## config.mk

```make
export PLATFORM = sky130hd
export DESIGN_NAME = port_b_pin_mux
export DESIGN_NICKNAME = d
export VERILOG_FILES = /design/src/pbmux_pkg.sv /design/src/port_b_pin_mux.sv /design/src/pin_drive_cell.sv
export SDC_FILE = /design/constraint.sdc
export NUM_CORES = 1
export LEC_CHECK = 0
export ABC_AREA = 1
export BUFFER_PORTS_ARGS = -buffer_cell sky130_fd_sc_hd__buf_2
export CORE_MARGIN = 8
export CORE_UTILIZATION = 48
export DETAILED_ROUTE_END_ITERATION = 16
export GPL_TIMING_DRIVEN = 0
export PLACE_DENSITY_LB_ADDON = 0.1
export SLEW_MARGIN = 20
export SYNTH_ARGS = -nofsm -noshare
export SYNTH_HDL_FRONTEND = slang
export SYNTH_SLANG_ARGS = --single-unit
```

## constraint.sdc

```tcl
create_clock -name aclk -period 1.58 [get_ports aclk]
set_clock_uncertainty 0.2 [all_clocks]
set_input_delay 0.237 -clock aclk [delete_from_list [all_inputs] [get_ports aclk]]
set_output_delay 0.237 -clock aclk [all_outputs]
set_load 0.02 [all_outputs]
```

## src/pbmux_pkg.sv

```systemverilog
package pbmux_pkg;

  // bus geometry
  localparam int ADDR_W = 8;
  localparam int DATA_W = 32;
  localparam int STRB_W = DATA_W / 8;
  localparam int BYTE_W = 8;
  localparam int WORD_LSB = 2;

  // port geometry
  localparam int PIN_COUNT = 16;
  localparam int LOW_PINS = 8;
  localparam int FIELD_W = 2;
  localparam int REG_W = 16;
  localparam int REG_BYTES = REG_W / BYTE_W;

  // register byte addresses
  localparam logic [ADDR_W-1:0] ADDR_FUNC = 8'h00;
  localparam logic [ADDR_W-1:0] ADDR_DIR = 8'h04;
  localparam logic [ADDR_W-1:0] ADDR_DATA = 8'h08;

  // reset values
  localparam logic [REG_W-1:0] FUNC_RST = 16'h0000;
  localparam logic [REG_W-1:0] DIR_RST = 16'h0000;
  localparam logic [REG_W-1:0] DATA_RST = 16'h0000;

  // pin function codes
  localparam logic [FIELD_W-1:0] SEL_GPIO = 2'h0;
  localparam logic [FIELD_W-1:0] SEL_ALT1 = 2'h1;
  localparam logic [FIELD_W-1:0] SEL_ALT2 = 2'h2;
  localparam logic [FIELD_W-1:0] SEL_ALT3 = 2'h3;

  // pin numbers of the low half
  localparam int PIN0 = 0;
  localparam int PIN1 = 1;
  localparam int PIN2 = 2;
  localparam int PIN3 = 3;
  localparam int PIN4 = 4;
  localparam int PIN5 = 5;
  localparam int PIN6 = 6;
  localparam int PIN7 = 7;

  // timer prescaler codes that pick an external clock
  localparam logic [2:0] PSC_EXT_A = 3'h4;
  localparam logic [2:0] PSC_EXT_B = 3'h5;
  localparam logic [2:0] PSC_EXT_D = 3'h7;

  // bus responses
  localparam logic [1:0] RESP_OKAY = 2'h0;
  localparam logic [1:0] RESP_SLVERR = 2'h2;

  // drive requests from the peripherals (oe high = wants to drive)
  typedef struct packed {
    logic sync_serial2_tx_data;
    logic timer_ch2_line_b;
    logic timer_ch2_line_b_oe;
    logic async_serial2_clock;
    logic async_serial2_clock_oe;
    logic async_serial2_tx_data;
    logic timer_ch0_line_a;
    logic timer_ch0_line_a_oe;
    logic sync_serial1_tx_sync;
    logic sync_serial1_tx_sync_oe;
    logic timer_ch0_line_b;
    logic timer_ch0_line_b_oe;
    logic sync_serial1_tx_data;
    logic timer_ch0_line_c;
    logic timer_ch0_line_c_oe;
    logic timer_ch0_line_d;
    logic timer_ch0_line_d_oe;
    logic wake_on_lan_output;
  } periph_drive_s;

  // pin levels routed to the peripherals
  typedef struct packed {
    logic timer_ch2_line_b;
    logic timer_ext_clock_d;
    logic sync_serial1_rx_clock;
    logic async_serial2_clock;
    logic sync_serial1_rx_sync;
    logic async_serial2_rx_data;
    logic sync_serial1_rx_data;
    logic sync_serial1_tx_clock;
    logic timer_ch0_line_a;
    logic sync_serial1_tx_sync;
    logic timer_ch0_line_b;
    logic timer_ch0_line_c;
    logic timer_ext_clock_a;
    logic timer_ch0_line_d;
    logic timer_ext_clock_b;
  } pin_to_periph_s;

endpackage

```

## src/port_b_pin_mux.sv

```systemverilog
// Function
// - pin7 field 15:14: gpio, sync serial 2 tx data, timer ch2 line b.
// - pin7 timer line becomes external clock d under phase count or psc.
// - pin6 field 13:12: gpio, sync serial 1 rx clock, async 2 clock.
// - pin5 field 11:10: gpio, sync serial 1 rx sync, async 2 rx data.
// - pin4 field 9:8: gpio, sync serial 1 rx data, async 2 tx data.
// - pin3 field 7:6: gpio, sync serial 1 tx clock, timer ch0 line a.
// - pin2 field 5:4: gpio, sync serial 1 tx sync, timer ch0 line b.
// - pin1 field 3:2: gpio, sync serial 1 tx data, timer ch0 line c.
// - pin1 timer line becomes external clock a under phase count or psc.
// - pin0 field 1:0: gpio, reserved, timer ch0 line d, wake-on-lan.
// - pin0 timer line becomes external clock b under phase count or psc.
// - all function fields reset to general io.
// - sixteen-bit read/write direction register, one bit per pin.
// - direction bit matters only while the pin is general io (here it also picks stored or live data read on every pin).
// - general io pin drives when its direction bit is one.
// - power-on reset clears direction; other resets keep it (here every aresetn clears it).
// - sixteen multiplexed pins with a pin data register (here only pins 0-7 have function fields).
// - output pin drives written data; read returns stored value.
// - input pin read returns live level; write only stores.
//
// Implementation choices: register access over AXI4-Lite and the register offsets.
`timescale 1ns/1ns
module port_b_pin_mux (
  // clock and reset
  input wire logic aclk,
  input wire logic aresetn,
  // register bus write
  input wire logic [pbmux_pkg::ADDR_W-1:0] awaddr,
  input wire logic awvalid,
  output logic awready,
  input wire logic [pbmux_pkg::DATA_W-1:0] wdata,
  input wire logic [pbmux_pkg::STRB_W-1:0] wstrb,
  input wire logic wvalid,
  output logic wready,
  output logic [1:0] bresp,
  output logic bvalid,
  input wire logic bready,
  // register bus read
  input wire logic [pbmux_pkg::ADDR_W-1:0] araddr,
  input wire logic arvalid,
  output logic arready,
  output logic [pbmux_pkg::DATA_W-1:0] rdata,
  output logic [1:0] rresp,
  output logic rvalid,
  input wire logic rready,
  // timer clock source state
  input wire logic timer_phase_ch0,
  input wire logic timer_phase_ch2,
  input wire logic [2:0] timer_prescale_ch0,
  input wire logic [2:0] timer_prescale_ch2,
  // peripheral side
  input wire pbmux_pkg::periph_drive_s periph_drive,
  output pbmux_pkg::pin_to_periph_s to_periph,
  // pads
  input wire logic [pbmux_pkg::PIN_COUNT-1:0] pin_in,
  output logic [pbmux_pkg::PIN_COUNT-1:0] pin_out,
  output logic [pbmux_pkg::PIN_COUNT-1:0] pin_oe_n
);

  localparam int PC = pbmux_pkg::PIN_COUNT;
  localparam int RW = pbmux_pkg::REG_W;
  localparam int AW = pbmux_pkg::ADDR_W;
  localparam int WL = pbmux_pkg::WORD_LSB;

  logic [RW-1:0] func_sel_q;
  logic [RW-1:0] dir_q;
  logic [RW-1:0] data_q;
  logic [PC-1:0] pin_meta_q;
  logic [PC-1:0] pin_sync_q;
  logic [pbmux_pkg::FIELD_W-1:0] sel [pbmux_pkg::LOW_PINS];
  logic [PC-1:0] gpio_en;
  logic [PC-1:0] alt_val;
  logic [PC-1:0] alt_en;
  logic ext_a;
  logic ext_b;
  logic ext_d;
  pbmux_pkg::pin_to_periph_s to_periph_d;
  logic awready_q;
  logic wready_q;
  logic aw_held_q;
  logic w_held_q;
  logic [AW-1:0] aw_addr_q;
  logic [pbmux_pkg::DATA_W-1:0] w_data_q;
  logic [pbmux_pkg::STRB_W-1:0] w_strb_q;
  logic bvalid_q;
  logic [1:0] bresp_q;
  logic arready_q;
  logic rvalid_q;
  logic [1:0] rresp_q;
  logic [pbmux_pkg::DATA_W-1:0] rdata_q;
  logic wr_go;
  logic wr_func;
  logic wr_dir;
  logic wr_data;
  logic [RW-1:0] rd_pins;
  logic [RW-1:0] rd_val;
  logic rd_hit;

  // byte-lane merge of a write into a 16-bit register
  function automatic logic [RW-1:0] merge_bytes(
    input logic [RW-1:0] old_v,
    input logic [pbmux_pkg::DATA_W-1:0] new_v,
    input logic [pbmux_pkg::STRB_W-1:0] strb
  );
    logic [RW-1:0] res;
    res = old_v;
    for (int b = 0; b < pbmux_pkg::REG_BYTES; b++) begin
      if (strb[b]) begin
        res[b*pbmux_pkg::BYTE_W +: pbmux_pkg::BYTE_W] =
          new_v[b*pbmux_pkg::BYTE_W +: pbmux_pkg::BYTE_W];
      end
    end
    return res;
  endfunction

  // bus outputs straight from their flops
  assign awready = awready_q;
  assign wready = wready_q;
  assign bvalid = bvalid_q;
  assign bresp = bresp_q;
  assign arready = arready_q;
  assign rvalid = rvalid_q;
  assign rresp = rresp_q;
  assign rdata = rdata_q;

  // two-flop synchroniser for the pad levels
  always_ff @(posedge aclk) begin
    if (!aresetn) begin
      pin_meta_q <= '0;
      pin_sync_q <= '0;
    end else begin
      pin_meta_q <= pin_in;
      pin_sync_q <= pin_meta_q;
    end
  end

  // split the function register into per-pin fields
  for (genvar i = 0; i < pbmux_pkg::LOW_PINS; i++) begin : g_field
    assign sel[i] = func_sel_q[i*pbmux_pkg::FIELD_W +: pbmux_pkg::FIELD_W];
  end

  // timer external clock claims on the timer lines
  assign ext_a = timer_phase_ch0 ||
    (timer_prescale_ch0 == pbmux_pkg::PSC_EXT_A);
  assign ext_b = timer_phase_ch0 ||
    (timer_prescale_ch0 == pbmux_pkg::PSC_EXT_B);
  assign ext_d = timer_phase_ch2 ||
    (timer_prescale_ch2 == pbmux_pkg::PSC_EXT_D);

  // drive selection per pin; high half stays general io
  always_comb begin
    gpio_en = '1;
    alt_val = '0;
    alt_en = '0;
    for (int p = 0; p < pbmux_pkg::LOW_PINS; p++) begin
      gpio_en[p] = (sel[p] == pbmux_pkg::SEL_GPIO);
    end
    case (sel[pbmux_pkg::PIN7])
      pbmux_pkg::SEL_ALT1: begin
        alt_val[pbmux_pkg::PIN7] = periph_drive.sync_serial2_tx_data;
        alt_en[pbmux_pkg::PIN7] = 1'b1;
      end
      pbmux_pkg::SEL_ALT2: begin
        alt_val[pbmux_pkg::PIN7] = periph_drive.timer_ch2_line_b;
        alt_en[pbmux_pkg::PIN7] = periph_drive.timer_ch2_line_b_oe && !ext_d;
      end
      default: ;
    endcase
    case (sel[pbmux_pkg::PIN6])
      pbmux_pkg::SEL_ALT2: begin
        alt_val[pbmux_pkg::PIN6] = periph_drive.async_serial2_clock;
        alt_en[pbmux_pkg::PIN6] = periph_drive.async_serial2_clock_oe;
      end
      default: ;
    endcase
    case (sel[pbmux_pkg::PIN4])
      pbmux_pkg::SEL_ALT2: begin
        alt_val[pbmux_pkg::PIN4] = periph_drive.async_serial2_tx_data;
        alt_en[pbmux_pkg::PIN4] = 1'b1;
      end
      default: ;
    endcase
    case (sel[pbmux_pkg::PIN3])
      pbmux_pkg::SEL_ALT2: begin
        alt_val[pbmux_pkg::PIN3] = periph_drive.timer_ch0_line_a;
        alt_en[pbmux_pkg::PIN3] = periph_drive.timer_ch0_line_a_oe;
      end
      default: ;
    endcase
    case (sel[pbmux_pkg::PIN2])
      pbmux_pkg::SEL_ALT1: begin
        alt_val[pbmux_pkg::PIN2] = periph_drive.sync_serial1_tx_sync;
        alt_en[pbmux_pkg::PIN2] = periph_drive.sync_serial1_tx_sync_oe;
      end
      pbmux_pkg::SEL_ALT2: begin
        alt_val[pbmux_pkg::PIN2] = periph_drive.timer_ch0_line_b;
        alt_en[pbmux_pkg::PIN2] = periph_drive.timer_ch0_line_b_oe;
      end
      default: ;
    endcase
    case (sel[pbmux_pkg::PIN1])
      pbmux_pkg::SEL_ALT1: begin
        alt_val[pbmux_pkg::PIN1] = periph_drive.sync_serial1_tx_data;
        alt_en[pbmux_pkg::PIN1] = 1'b1;
      end
      pbmux_pkg::SEL_ALT2: begin
        alt_val[pbmux_pkg::PIN1] = periph_drive.timer_ch0_line_c;
        alt_en[pbmux_pkg::PIN1] = periph_drive.timer_ch0_line_c_oe && !ext_a;
      end
      default: ;
    endcase
    case (sel[pbmux_pkg::PIN0])
      pbmux_pkg::SEL_ALT2: begin
        alt_val[pbmux_pkg::PIN0] = periph_drive.timer_ch0_line_d;
        alt_en[pbmux_pkg::PIN0] = periph_drive.timer_ch0_line_d_oe && !ext_b;
      end
      pbmux_pkg::SEL_ALT3: begin
        alt_val[pbmux_pkg::PIN0] = periph_drive.wake_on_lan_output;
        alt_en[pbmux_pkg::PIN0] = 1'b1;
      end
      default: ;
    endcase
  end

  // pin levels toward the peripherals, zero when not routed
  always_comb begin
    to_periph_d = '0;
    if (sel[pbmux_pkg::PIN7] == pbmux_pkg::SEL_ALT2) begin
      to_periph_d.timer_ext_clock_d = ext_d && pin_sync_q[pbmux_pkg::PIN7];
      to_periph_d.timer_ch2_line_b = !ext_d && pin_sync_q[pbmux_pkg::PIN7];
    end
    if (sel[pbmux_pkg::PIN6] == pbmux_pkg::SEL_ALT1) begin
      to_periph_d.sync_serial1_rx_clock = pin_sync_q[pbmux_pkg::PIN6];
    end
    if (sel[pbmux_pkg::PIN6] == pbmux_pkg::SEL_ALT2) begin
      to_periph_d.async_serial2_clock = pin_sync_q[pbmux_pkg::PIN6];
    end
    if (sel[pbmux_pkg::PIN5] == pbmux_pkg::SEL_ALT1) begin
      to_periph_d.sync_serial1_rx_sync = pin_sync_q[pbmux_pkg::PIN5];
    end
    if (sel[pbmux_pkg::PIN5] == pbmux_pkg::SEL_ALT2) begin
      to_periph_d.async_serial2_rx_data = pin_sync_q[pbmux_pkg::PIN5];
    end
    if (sel[pbmux_pkg::PIN4] == pbmux_pkg::SEL_ALT1) begin
      to_periph_d.sync_serial1_rx_data = pin_sync_q[pbmux_pkg::PIN4];
    end
    if (sel[pbmux_pkg::PIN3] == pbmux_pkg::SEL_ALT1) begin
      to_periph_d.sync_serial1_tx_clock = pin_sync_q[pbmux_pkg::PIN3];
    end
    if (sel[pbmux_pkg::PIN3] == pbmux_pkg::SEL_ALT2) begin
      to_periph_d.timer_ch0_line_a = pin_sync_q[pbmux_pkg::PIN3];
    end
    if (sel[pbmux_pkg::PIN2] == pbmux_pkg::SEL_ALT1) begin
      to_periph_d.sync_serial1_tx_sync = pin_sync_q[pbmux_pkg::PIN2];
    end
    if (sel[pbmux_pkg::PIN2] == pbmux_pkg::SEL_ALT2) begin
      to_periph_d.timer_ch0_line_b = pin_sync_q[pbmux_pkg::PIN2];
    end
    if (sel[pbmux_pkg::PIN1] == pbmux_pkg::SEL_ALT2) begin
      to_periph_d.timer_ext_clock_a = ext_a && pin_sync_q[pbmux_pkg::PIN1];
      to_periph_d.timer_ch0_line_c = !ext_a && pin_sync_q[pbmux_pkg::PIN1];
    end
    if (sel[pbmux_pkg::PIN0] == pbmux_pkg::SEL_ALT2) begin
      to_periph_d.timer_ext_clock_b = ext_b && pin_sync_q[pbmux_pkg::PIN0];
      to_periph_d.timer_ch0_line_d = !ext_b && pin_sync_q[pbmux_pkg::PIN0];
    end
  end

  // registered peripheral inputs
  always_ff @(posedge aclk) begin
    if (!aresetn) begin
      to_periph <= '0;
    end else begin
      to_periph <= to_periph_d;
    end
  end

  // one pad driver per port pin
  for (genvar i = 0; i < PC; i++) begin : g_pin
    pin_drive_cell u_cell (
      .aclk(aclk),
      .aresetn(aresetn),
      .gpio_en(gpio_en[i]),
      .dir(dir_q[i]),
      .data(data_q[i]),
      .alt_val(alt_val[i]),
      .alt_en(alt_en[i]),
      .pin_out(pin_out[i]),
      .pin_oe_n(pin_oe_n[i])
    );
  end

  // write address channel
  always_ff @(posedge aclk) begin
    if (!aresetn) begin
      awready_q <= 1'b0;
      aw_held_q <= 1'b0;
      aw_addr_q <= '0;
    end else if (awvalid && awready_q) begin
      awready_q <= 1'b0;
      aw_held_q <= 1'b1;
      aw_addr_q <= awaddr;
    end else if (wr_go) begin
      aw_held_q <= 1'b0;
    end else if (!aw_held_q && !bvalid_q) begin
      awready_q <= 1'b1;
    end
  end

  // write data channel
  always_ff @(posedge aclk) begin
    if (!aresetn) begin
      wready_q <= 1'b0;
      w_held_q <= 1'b0;
      w_data_q <= '0;
      w_strb_q <= '0;
    end else if (wvalid && wready_q) begin
      wready_q <= 1'b0;
      w_held_q <= 1'b1;
      w_data_q <= wdata;
      w_strb_q <= wstrb;
    end else if (wr_go) begin
      w_held_q <= 1'b0;
    end else if (!w_held_q && !bvalid_q) begin
      wready_q <= 1'b1;
    end
  end

  // write decode once both halves are held
  assign wr_go = aw_held_q && w_held_q && !bvalid_q;
  assign wr_func = wr_go &&
    (aw_addr_q[AW-1:WL] == pbmux_pkg::ADDR_FUNC[AW-1:WL]);
  assign wr_dir = wr_go &&
    (aw_addr_q[AW-1:WL] == pbmux_pkg::ADDR_DIR[AW-1:WL]);
  assign wr_data = wr_go &&
    (aw_addr_q[AW-1:WL] == pbmux_pkg::ADDR_DATA[AW-1:WL]);

  // write response
  always_ff @(posedge aclk) begin
    if (!aresetn) begin
      bvalid_q <= 1'b0;
      bresp_q <= pbmux_pkg::RESP_OKAY;
    end else if (wr_go) begin
      bvalid_q <= 1'b1;
      bresp_q <= (wr_func || wr_dir || wr_data) ?
        pbmux_pkg::RESP_OKAY : pbmux_pkg::RESP_SLVERR;
    end else if (bready) begin
      bvalid_q <= 1'b0;
    end
  end

  // function select register
  always_ff @(posedge aclk) begin
    if (!aresetn) begin
      func_sel_q <= pbmux_pkg::FUNC_RST;
    end else if (wr_func) begin
      func_sel_q <= merge_bytes(func_sel_q, w_data_q, w_strb_q);
    end
  end

  // direction register, cleared by every aresetn reset
  always_ff @(posedge aclk) begin
    if (!aresetn) begin
      dir_q <= pbmux_pkg::DIR_RST;
    end else if (wr_dir) begin
      dir_q <= merge_bytes(dir_q, w_data_q, w_strb_q);
    end
  end

  // pin data register, stored whatever the direction
  always_ff @(posedge aclk) begin
    if (!aresetn) begin
      data_q <= pbmux_pkg::DATA_RST;
    end else if (wr_data) begin
      data_q <= merge_bytes(data_q, w_data_q, w_strb_q);
    end
  end

  // read value: stored bit for outputs, live level for inputs
  assign rd_pins = (dir_q & data_q) | (~dir_q & pin_sync_q);
  always_comb begin
    rd_hit = 1'b1;
    case (araddr[AW-1:WL])
      pbmux_pkg::ADDR_FUNC[AW-1:WL]: rd_val = func_sel_q;
      pbmux_pkg::ADDR_DIR[AW-1:WL]: rd_val = dir_q;
      pbmux_pkg::ADDR_DATA[AW-1:WL]: rd_val = rd_pins;
      default: begin
        rd_val = '0;
        rd_hit = 1'b0;
      end
    endcase
  end

  // read address acceptance
  always_ff @(posedge aclk) begin
    if (!aresetn) begin
      arready_q <= 1'b0;
    end else if (arvalid && arready_q) begin
      arready_q <= 1'b0;
    end else if (!rvalid_q) begin
      arready_q <= 1'b1;
    end
  end

  // read data channel
  always_ff @(posedge aclk) begin
    if (!aresetn) begin
      rvalid_q <= 1'b0;
      rdata_q <= '0;
      rresp_q <= pbmux_pkg::RESP_OKAY;
    end else if (arvalid && arready_q) begin
      rvalid_q <= 1'b1;
      rdata_q <= {{(pbmux_pkg::DATA_W-RW){1'b0}}, rd_val};
      rresp_q <= rd_hit ? pbmux_pkg::RESP_OKAY : pbmux_pkg::RESP_SLVERR;
    end else if (rready) begin
      rvalid_q <= 1'b0;
    end
  end
endmodule

```

## src/pin_drive_cell.sv

```systemverilog
`timescale 1ns/1ns
module pin_drive_cell (
  // clock and reset
  input wire logic aclk,
  input wire logic aresetn,
  // general io control
  input wire logic gpio_en,
  input wire logic dir,
  input wire logic data,
  // peripheral drive
  input wire logic alt_val,
  input wire logic alt_en,
  // pad side
  output logic pin_out,
  output logic pin_oe_n
);

  // registered pad driver, released after reset
  always_ff @(posedge aclk) begin
    if (!aresetn) begin
      pin_out <= 1'b0;
      pin_oe_n <= 1'b1;
    end else if (gpio_en) begin
      pin_out <= data;
      pin_oe_n <= !dir;
    end else begin
      pin_out <= alt_val;
      pin_oe_n <= !alt_en;
    end
  end

endmodule

```

* After elaboration in Yosys (flattened, before gate mapping)
Cells that the tools add are included.
Cells by class: equality and inequality tests 23, mux-type cells 39, reduce and logical (&&, ||, !) cells 92, bitwise operators 6
Operators with widths (count):
- one-hot mux 16 bit (3 select lines) | 1
- AND reduction 2 bit | 21
- bitwise AND 16 bit | 2
- zero test 1 bit | 29
- two-way mux 1 bit | 28
- logical AND 1 bit | 19
- == test 2 bit, second input constant | 9
- zero test 2 bit | 8
- inverter 16 bit | 1
- bitwise OR 16 bit | 1
- one-hot mux 1 bit (2 select lines) | 8
- == test 2 x 1 -> 1 bit, second input constant | 7
- == test 6 x 1 -> 1 bit, second input constant | 2
- == test 6 x 2 -> 1 bit, second input constant | 2
- zero test 6 bit | 2
- == test 3 bit, second input constant | 3
- nonzero test 2 bit | 4
- OR reduction 2 bit | 3
- logical OR 1 bit | 5
- two-way mux 2 bit | 2
- OR reduction 3 bit | 1
- inverter 1 bit | 2
Word-level totals: input bits 101, output and inout bits 88, flip-flop bits (word level) 180, word-level logic and storage cells 228

* Logic depth before layout (Yosys ltp)
depth after elaboration 7, gate-level depth with buffers 8, mapped depth without buffers 7

* Hierarchy
A second synthesis with hierarchy kept.
Second synthesis, totals: cells, all modules 1086, area total of the unflattened synthesis 7485.9 sq um
Modules (own cells, without submodules):
- port_b_pin_mux | cells each 878, sequential area each 2882.8 sq um, area an instance 6164.7 sq um, times used 1
- pin_drive_cell | cells each 13, sequential area each 40.0 sq um, area an instance 82.6 sq um, times used 16

* Worst setup path after synthesis
Ideal clock, no wire load.
path type register -> register, start point register bvalid_q, in the netlist bvalid, end point register data_q[0], setup slack -86 ps, clock period less this slack 1666 ps, library setup time 113 ps, required time 1267 ps, arrival time 1353 ps, stages on the path, launching flop included 8, buffers on the path 1, cell sequence dfxtp_1 > inv_2 > nand3_4 > nor3_4 > nand3_4 > buf_6 > nor2_1 > nor2_1
Between the ends: word-level cells in the longest chain between the ends 4
RTL lines:
- from (decl) | RTL line port_b_pin_mux.sv:86 | logic bvalid_q;
- from (signal assigned) | RTL line port_b_pin_mux.sv:342 | bvalid_q <= 1'b0;
- from (signal assigned) | RTL line port_b_pin_mux.sv:345 | bvalid_q <= 1'b1;
- from (signal assigned) | RTL line port_b_pin_mux.sv:349 | bvalid_q <= 1'b0;
- zero test 1 bit | RTL line port_b_pin_mux.sv:331 | assign wr_go = aw_held_q && w_held_q && !bvalid_q;
- logical AND 1 bit | RTL line port_b_pin_mux.sv:331
- logical AND 1 bit | RTL line port_b_pin_mux.sv:336 | assign wr_data = wr_go &&
- AND reduction 2 bit (no line)
- to (signal assigned) | RTL line port_b_pin_mux.sv:374 | data_q <= pbmux_pkg::DATA_RST;
- to (signal assigned) | RTL line port_b_pin_mux.sv:376 | data_q <= merge_bytes(data_q, w_data_q, w_strb_q);
- to (decl) | RTL line port_b_pin_mux.sv:68 | logic [RW-1:0] data_q;
Every way passes these cells. A chain may end at the register's enable or synchronous reset.

* Worst setup path after layout
start point register bvalid_q, in the netlist bvalid, end point register data_q[6]
Same word-level chain as after synthesis.

==> metrics.cfg <==
[status]
status = complete, but fails checks
violations = negative setup slack

[setup_path]
cp_num_buf_inv = 3
cp.required_ns = 1.70
regToRegSetupSlack_ns = -0.05
critPathArrivalTime_ns = 1.75
critPathLaunchType = register
path_class = register to register
path_cells = inv_4 > nand3_4 > nor3_4 > buf_12 > nand3_4 > buf_8 > nor2_1 > nor2_1
crit_family = simple AND/OR/NAND/NOR gates
cp_max_fo = 7
critPathSlowestCell = dfxtp_4
critPathMaxStageDelay_ns = 0.35
cp-end-kind = register

[global_routing]
overflow = 0
grt_max_degree = 20
grt_pass1_wl_um = 33350
grt_util_all_layers_pct = 21.63
antenna_found_initial = 3
grt_pass1_vias = 6500

[clocking]
cts-htree-levels = 4
cts_tree = built
numCtsBuffers = 17
clkSinkCount = 176
clkSlewWorstSetupHoldPaths_ns = 0.06
clk_latency_ns = 0.43
cts-root-buf = clkbuf_16
cts_buffer_depth = 2

[synthesis]
synth_edf_count = 0
async_reset_ff_share_pct = 0
synth_ff_type = dfxtp_1
synth_top_area_share_pct = 48.08
yosys-top-cells-area = dfxtp_1, nand2_1, nor2_1
synth_most_common_cell = nand2_1
synth_area_per_cell_um2 = 7.387
netlist_area_um2 = 7328
synth_common_cells = nand2_1, dfxtp_1, nor2_1
synth.ff_latch_count = 176
yosys.area.top_type = dfxtp_1
yosys_warnings = 0
seq_area_frac_synth_pct = 48.08
synthDistinctLibCells = 32
syn_inst = 992

[die]
die_w_um = 139.6
die_h_um = 139.6
coreArea_um2 = 15090
initial_core_util_pct = 48.57
die_area_um2 = 19480
ioPinCount = 189
core.rowCount = 45

[timing]
relSlewSlack_pct = 45.62
period_share_pct = 103.3
postLayoutSetupSlackWorst_ns = -0.05190
grt_setup_unrepaired = yes
fmax_ghz = 0.6128
tightestPinTransition_ns = 0.8157
fin_crit_ns = 1.632
setup_violations = 22
hold_ws_ns = 0.03338
hold_viol_final = 0
slew_violations = 0

[placed_design]
pre_cts_ws_ns = -0.3746
post-dp-hpwl_um = 15140
finalWeightedCongestion = 0.8551
dp.cells = 1344
place.port_buffers = 147

[drt]
vias_per_cell = 4.792
top_layer_used = met4
first_pass_iters = 5
vias = 6991
drt_iter0_drc = 551
met2WireLength_um = 9520
route.detailed.drc = 0
wl_per_cell_um = 14.76
wirelength_um = 21540
dr_wl_met3_um = 1738
wl_met1_um = 9778
antenna_left = 0

[pwr]
vdd_drop_max_v = 0.0007031
power_w = 0.009744
powerDensity_nw_per_um2 = 974.2
p_leak_nw = 5.141

[cells_and_area]
area_growth_pct = 36.49
nets = 1365
layout-drive-gt1-share_pct = 24.68
final_cells = 1459

[job]
drv_cap = 0

[hold_path]
min_path_type = input pin to register

final cells by class:
class | instances | area [µm²]
diodes | 3 | 7.507
well taps | 188 | 235.2
clock buffers | 20 | 446.7
fillers | 1332 | 5087
repair buffers | 231 | 1607
flip-flops and latches | 176 | 3531
multi-input cells | 628 | 2974
clock inverters | 12 | 156.4
inverters | 113 | 431.7
plain buffers | 88 | 613.1
state kept, by name, indices dropped and copies added, names as in the netlist, 2 cells and up:
register and count:
w_data_q 16, to_periph 15, w_strb_q 2, rdata 16, dir_q 16, pin_sync_q 16, g_pin.u_cell.pin_out 16, aw_addr_q 6
pin_meta_q 16, data_q 16, func_sel_q 16, g_pin.u_cell.pin_oe_n 16
path summary, 6_finish.rpt:
path                                   end  cells past startpoint             from
setup reg to reg                 data_q[6]                      8           bvalid
hold / removal    g_pin[1].u_cell.pin_oe_n                      6  periph_drive[3]
setup / recovery                 data_q[6]                      8           bvalid
hold reg to reg             pin_sync_q[12]                      2   pin_meta_q[12]
per-stage QoR:
| step | utilization (%) | setup TNS, ns | cell area (µm²) |
|---|---|---|---|
| after CTS | 64.29 | -2.140 | 9701 |
| final | 66.29 | -0.5259 | 10000 |
| after detailed placement | 55.47 | -20.61 | 8371 |
| after floorplan | - | -1.876 | 7400 |
| after global placement | 55.47 | -19.50 | 8371 |
| after global routing | 66.29 | -3.182 | 10000 |
report_power, final:
group	switching (W)	internal [W]
logic	0.000447	0.000347
clock network	0.00176	0.00254
registers	0.000111	0.00454
total	0.00232	0.00743
routing by layer:
layer | GRT usage, % | vias to the layer above
li1 | - | 3550
met1 | 27.91 | 3140
met2 | 33.63 | 262
met3 | 5.814 | 39
met4 | 8.971 | 0
met5 | 0 | -
tightest hold or removal path: stages:
cell and delay [ns]:
buf_2 0.07, nand2_1 0.04, nor2_1 0.08, o21ai_0 0.07
nand2_1 0.06, nand2_1 0.04
layout by cell type, fill, tap and decap left out, types with 35 or more instances in the layout:
cell / n
nand2_1: 252
dfxtp_1: 172
buf_2: 153
nor2_1: 142
inv_1: 108
dlygate4sd3_1: 68
buf_4: 57
nand3_1: 43
a21oi_1: 35
repair_timing:
action / CTS / global route
buffers inserted: 3 / 10
cloned: 1 / 2
gates resized for setup: 9 / 66
pin swaps: 2 / 8
endpoints found under the hold margin: 59 / 2
setup endpoints to repair: 70 / 78
hold buffers: 69 / 2
kinds of logic after synthesis:
kind of cell               Yosys count  share of synthesized area (%)
and+or+nand+nor                    520                          30.22
buffers and inverters              205                          14.09
DFF                                176                          48.08
AOI/OAI and AO/OA                   81                          6.027
adders and majority gates            9                          1.537
other                                1                        0.05117
Note: power is estimated with default switching activity, not from simulation.
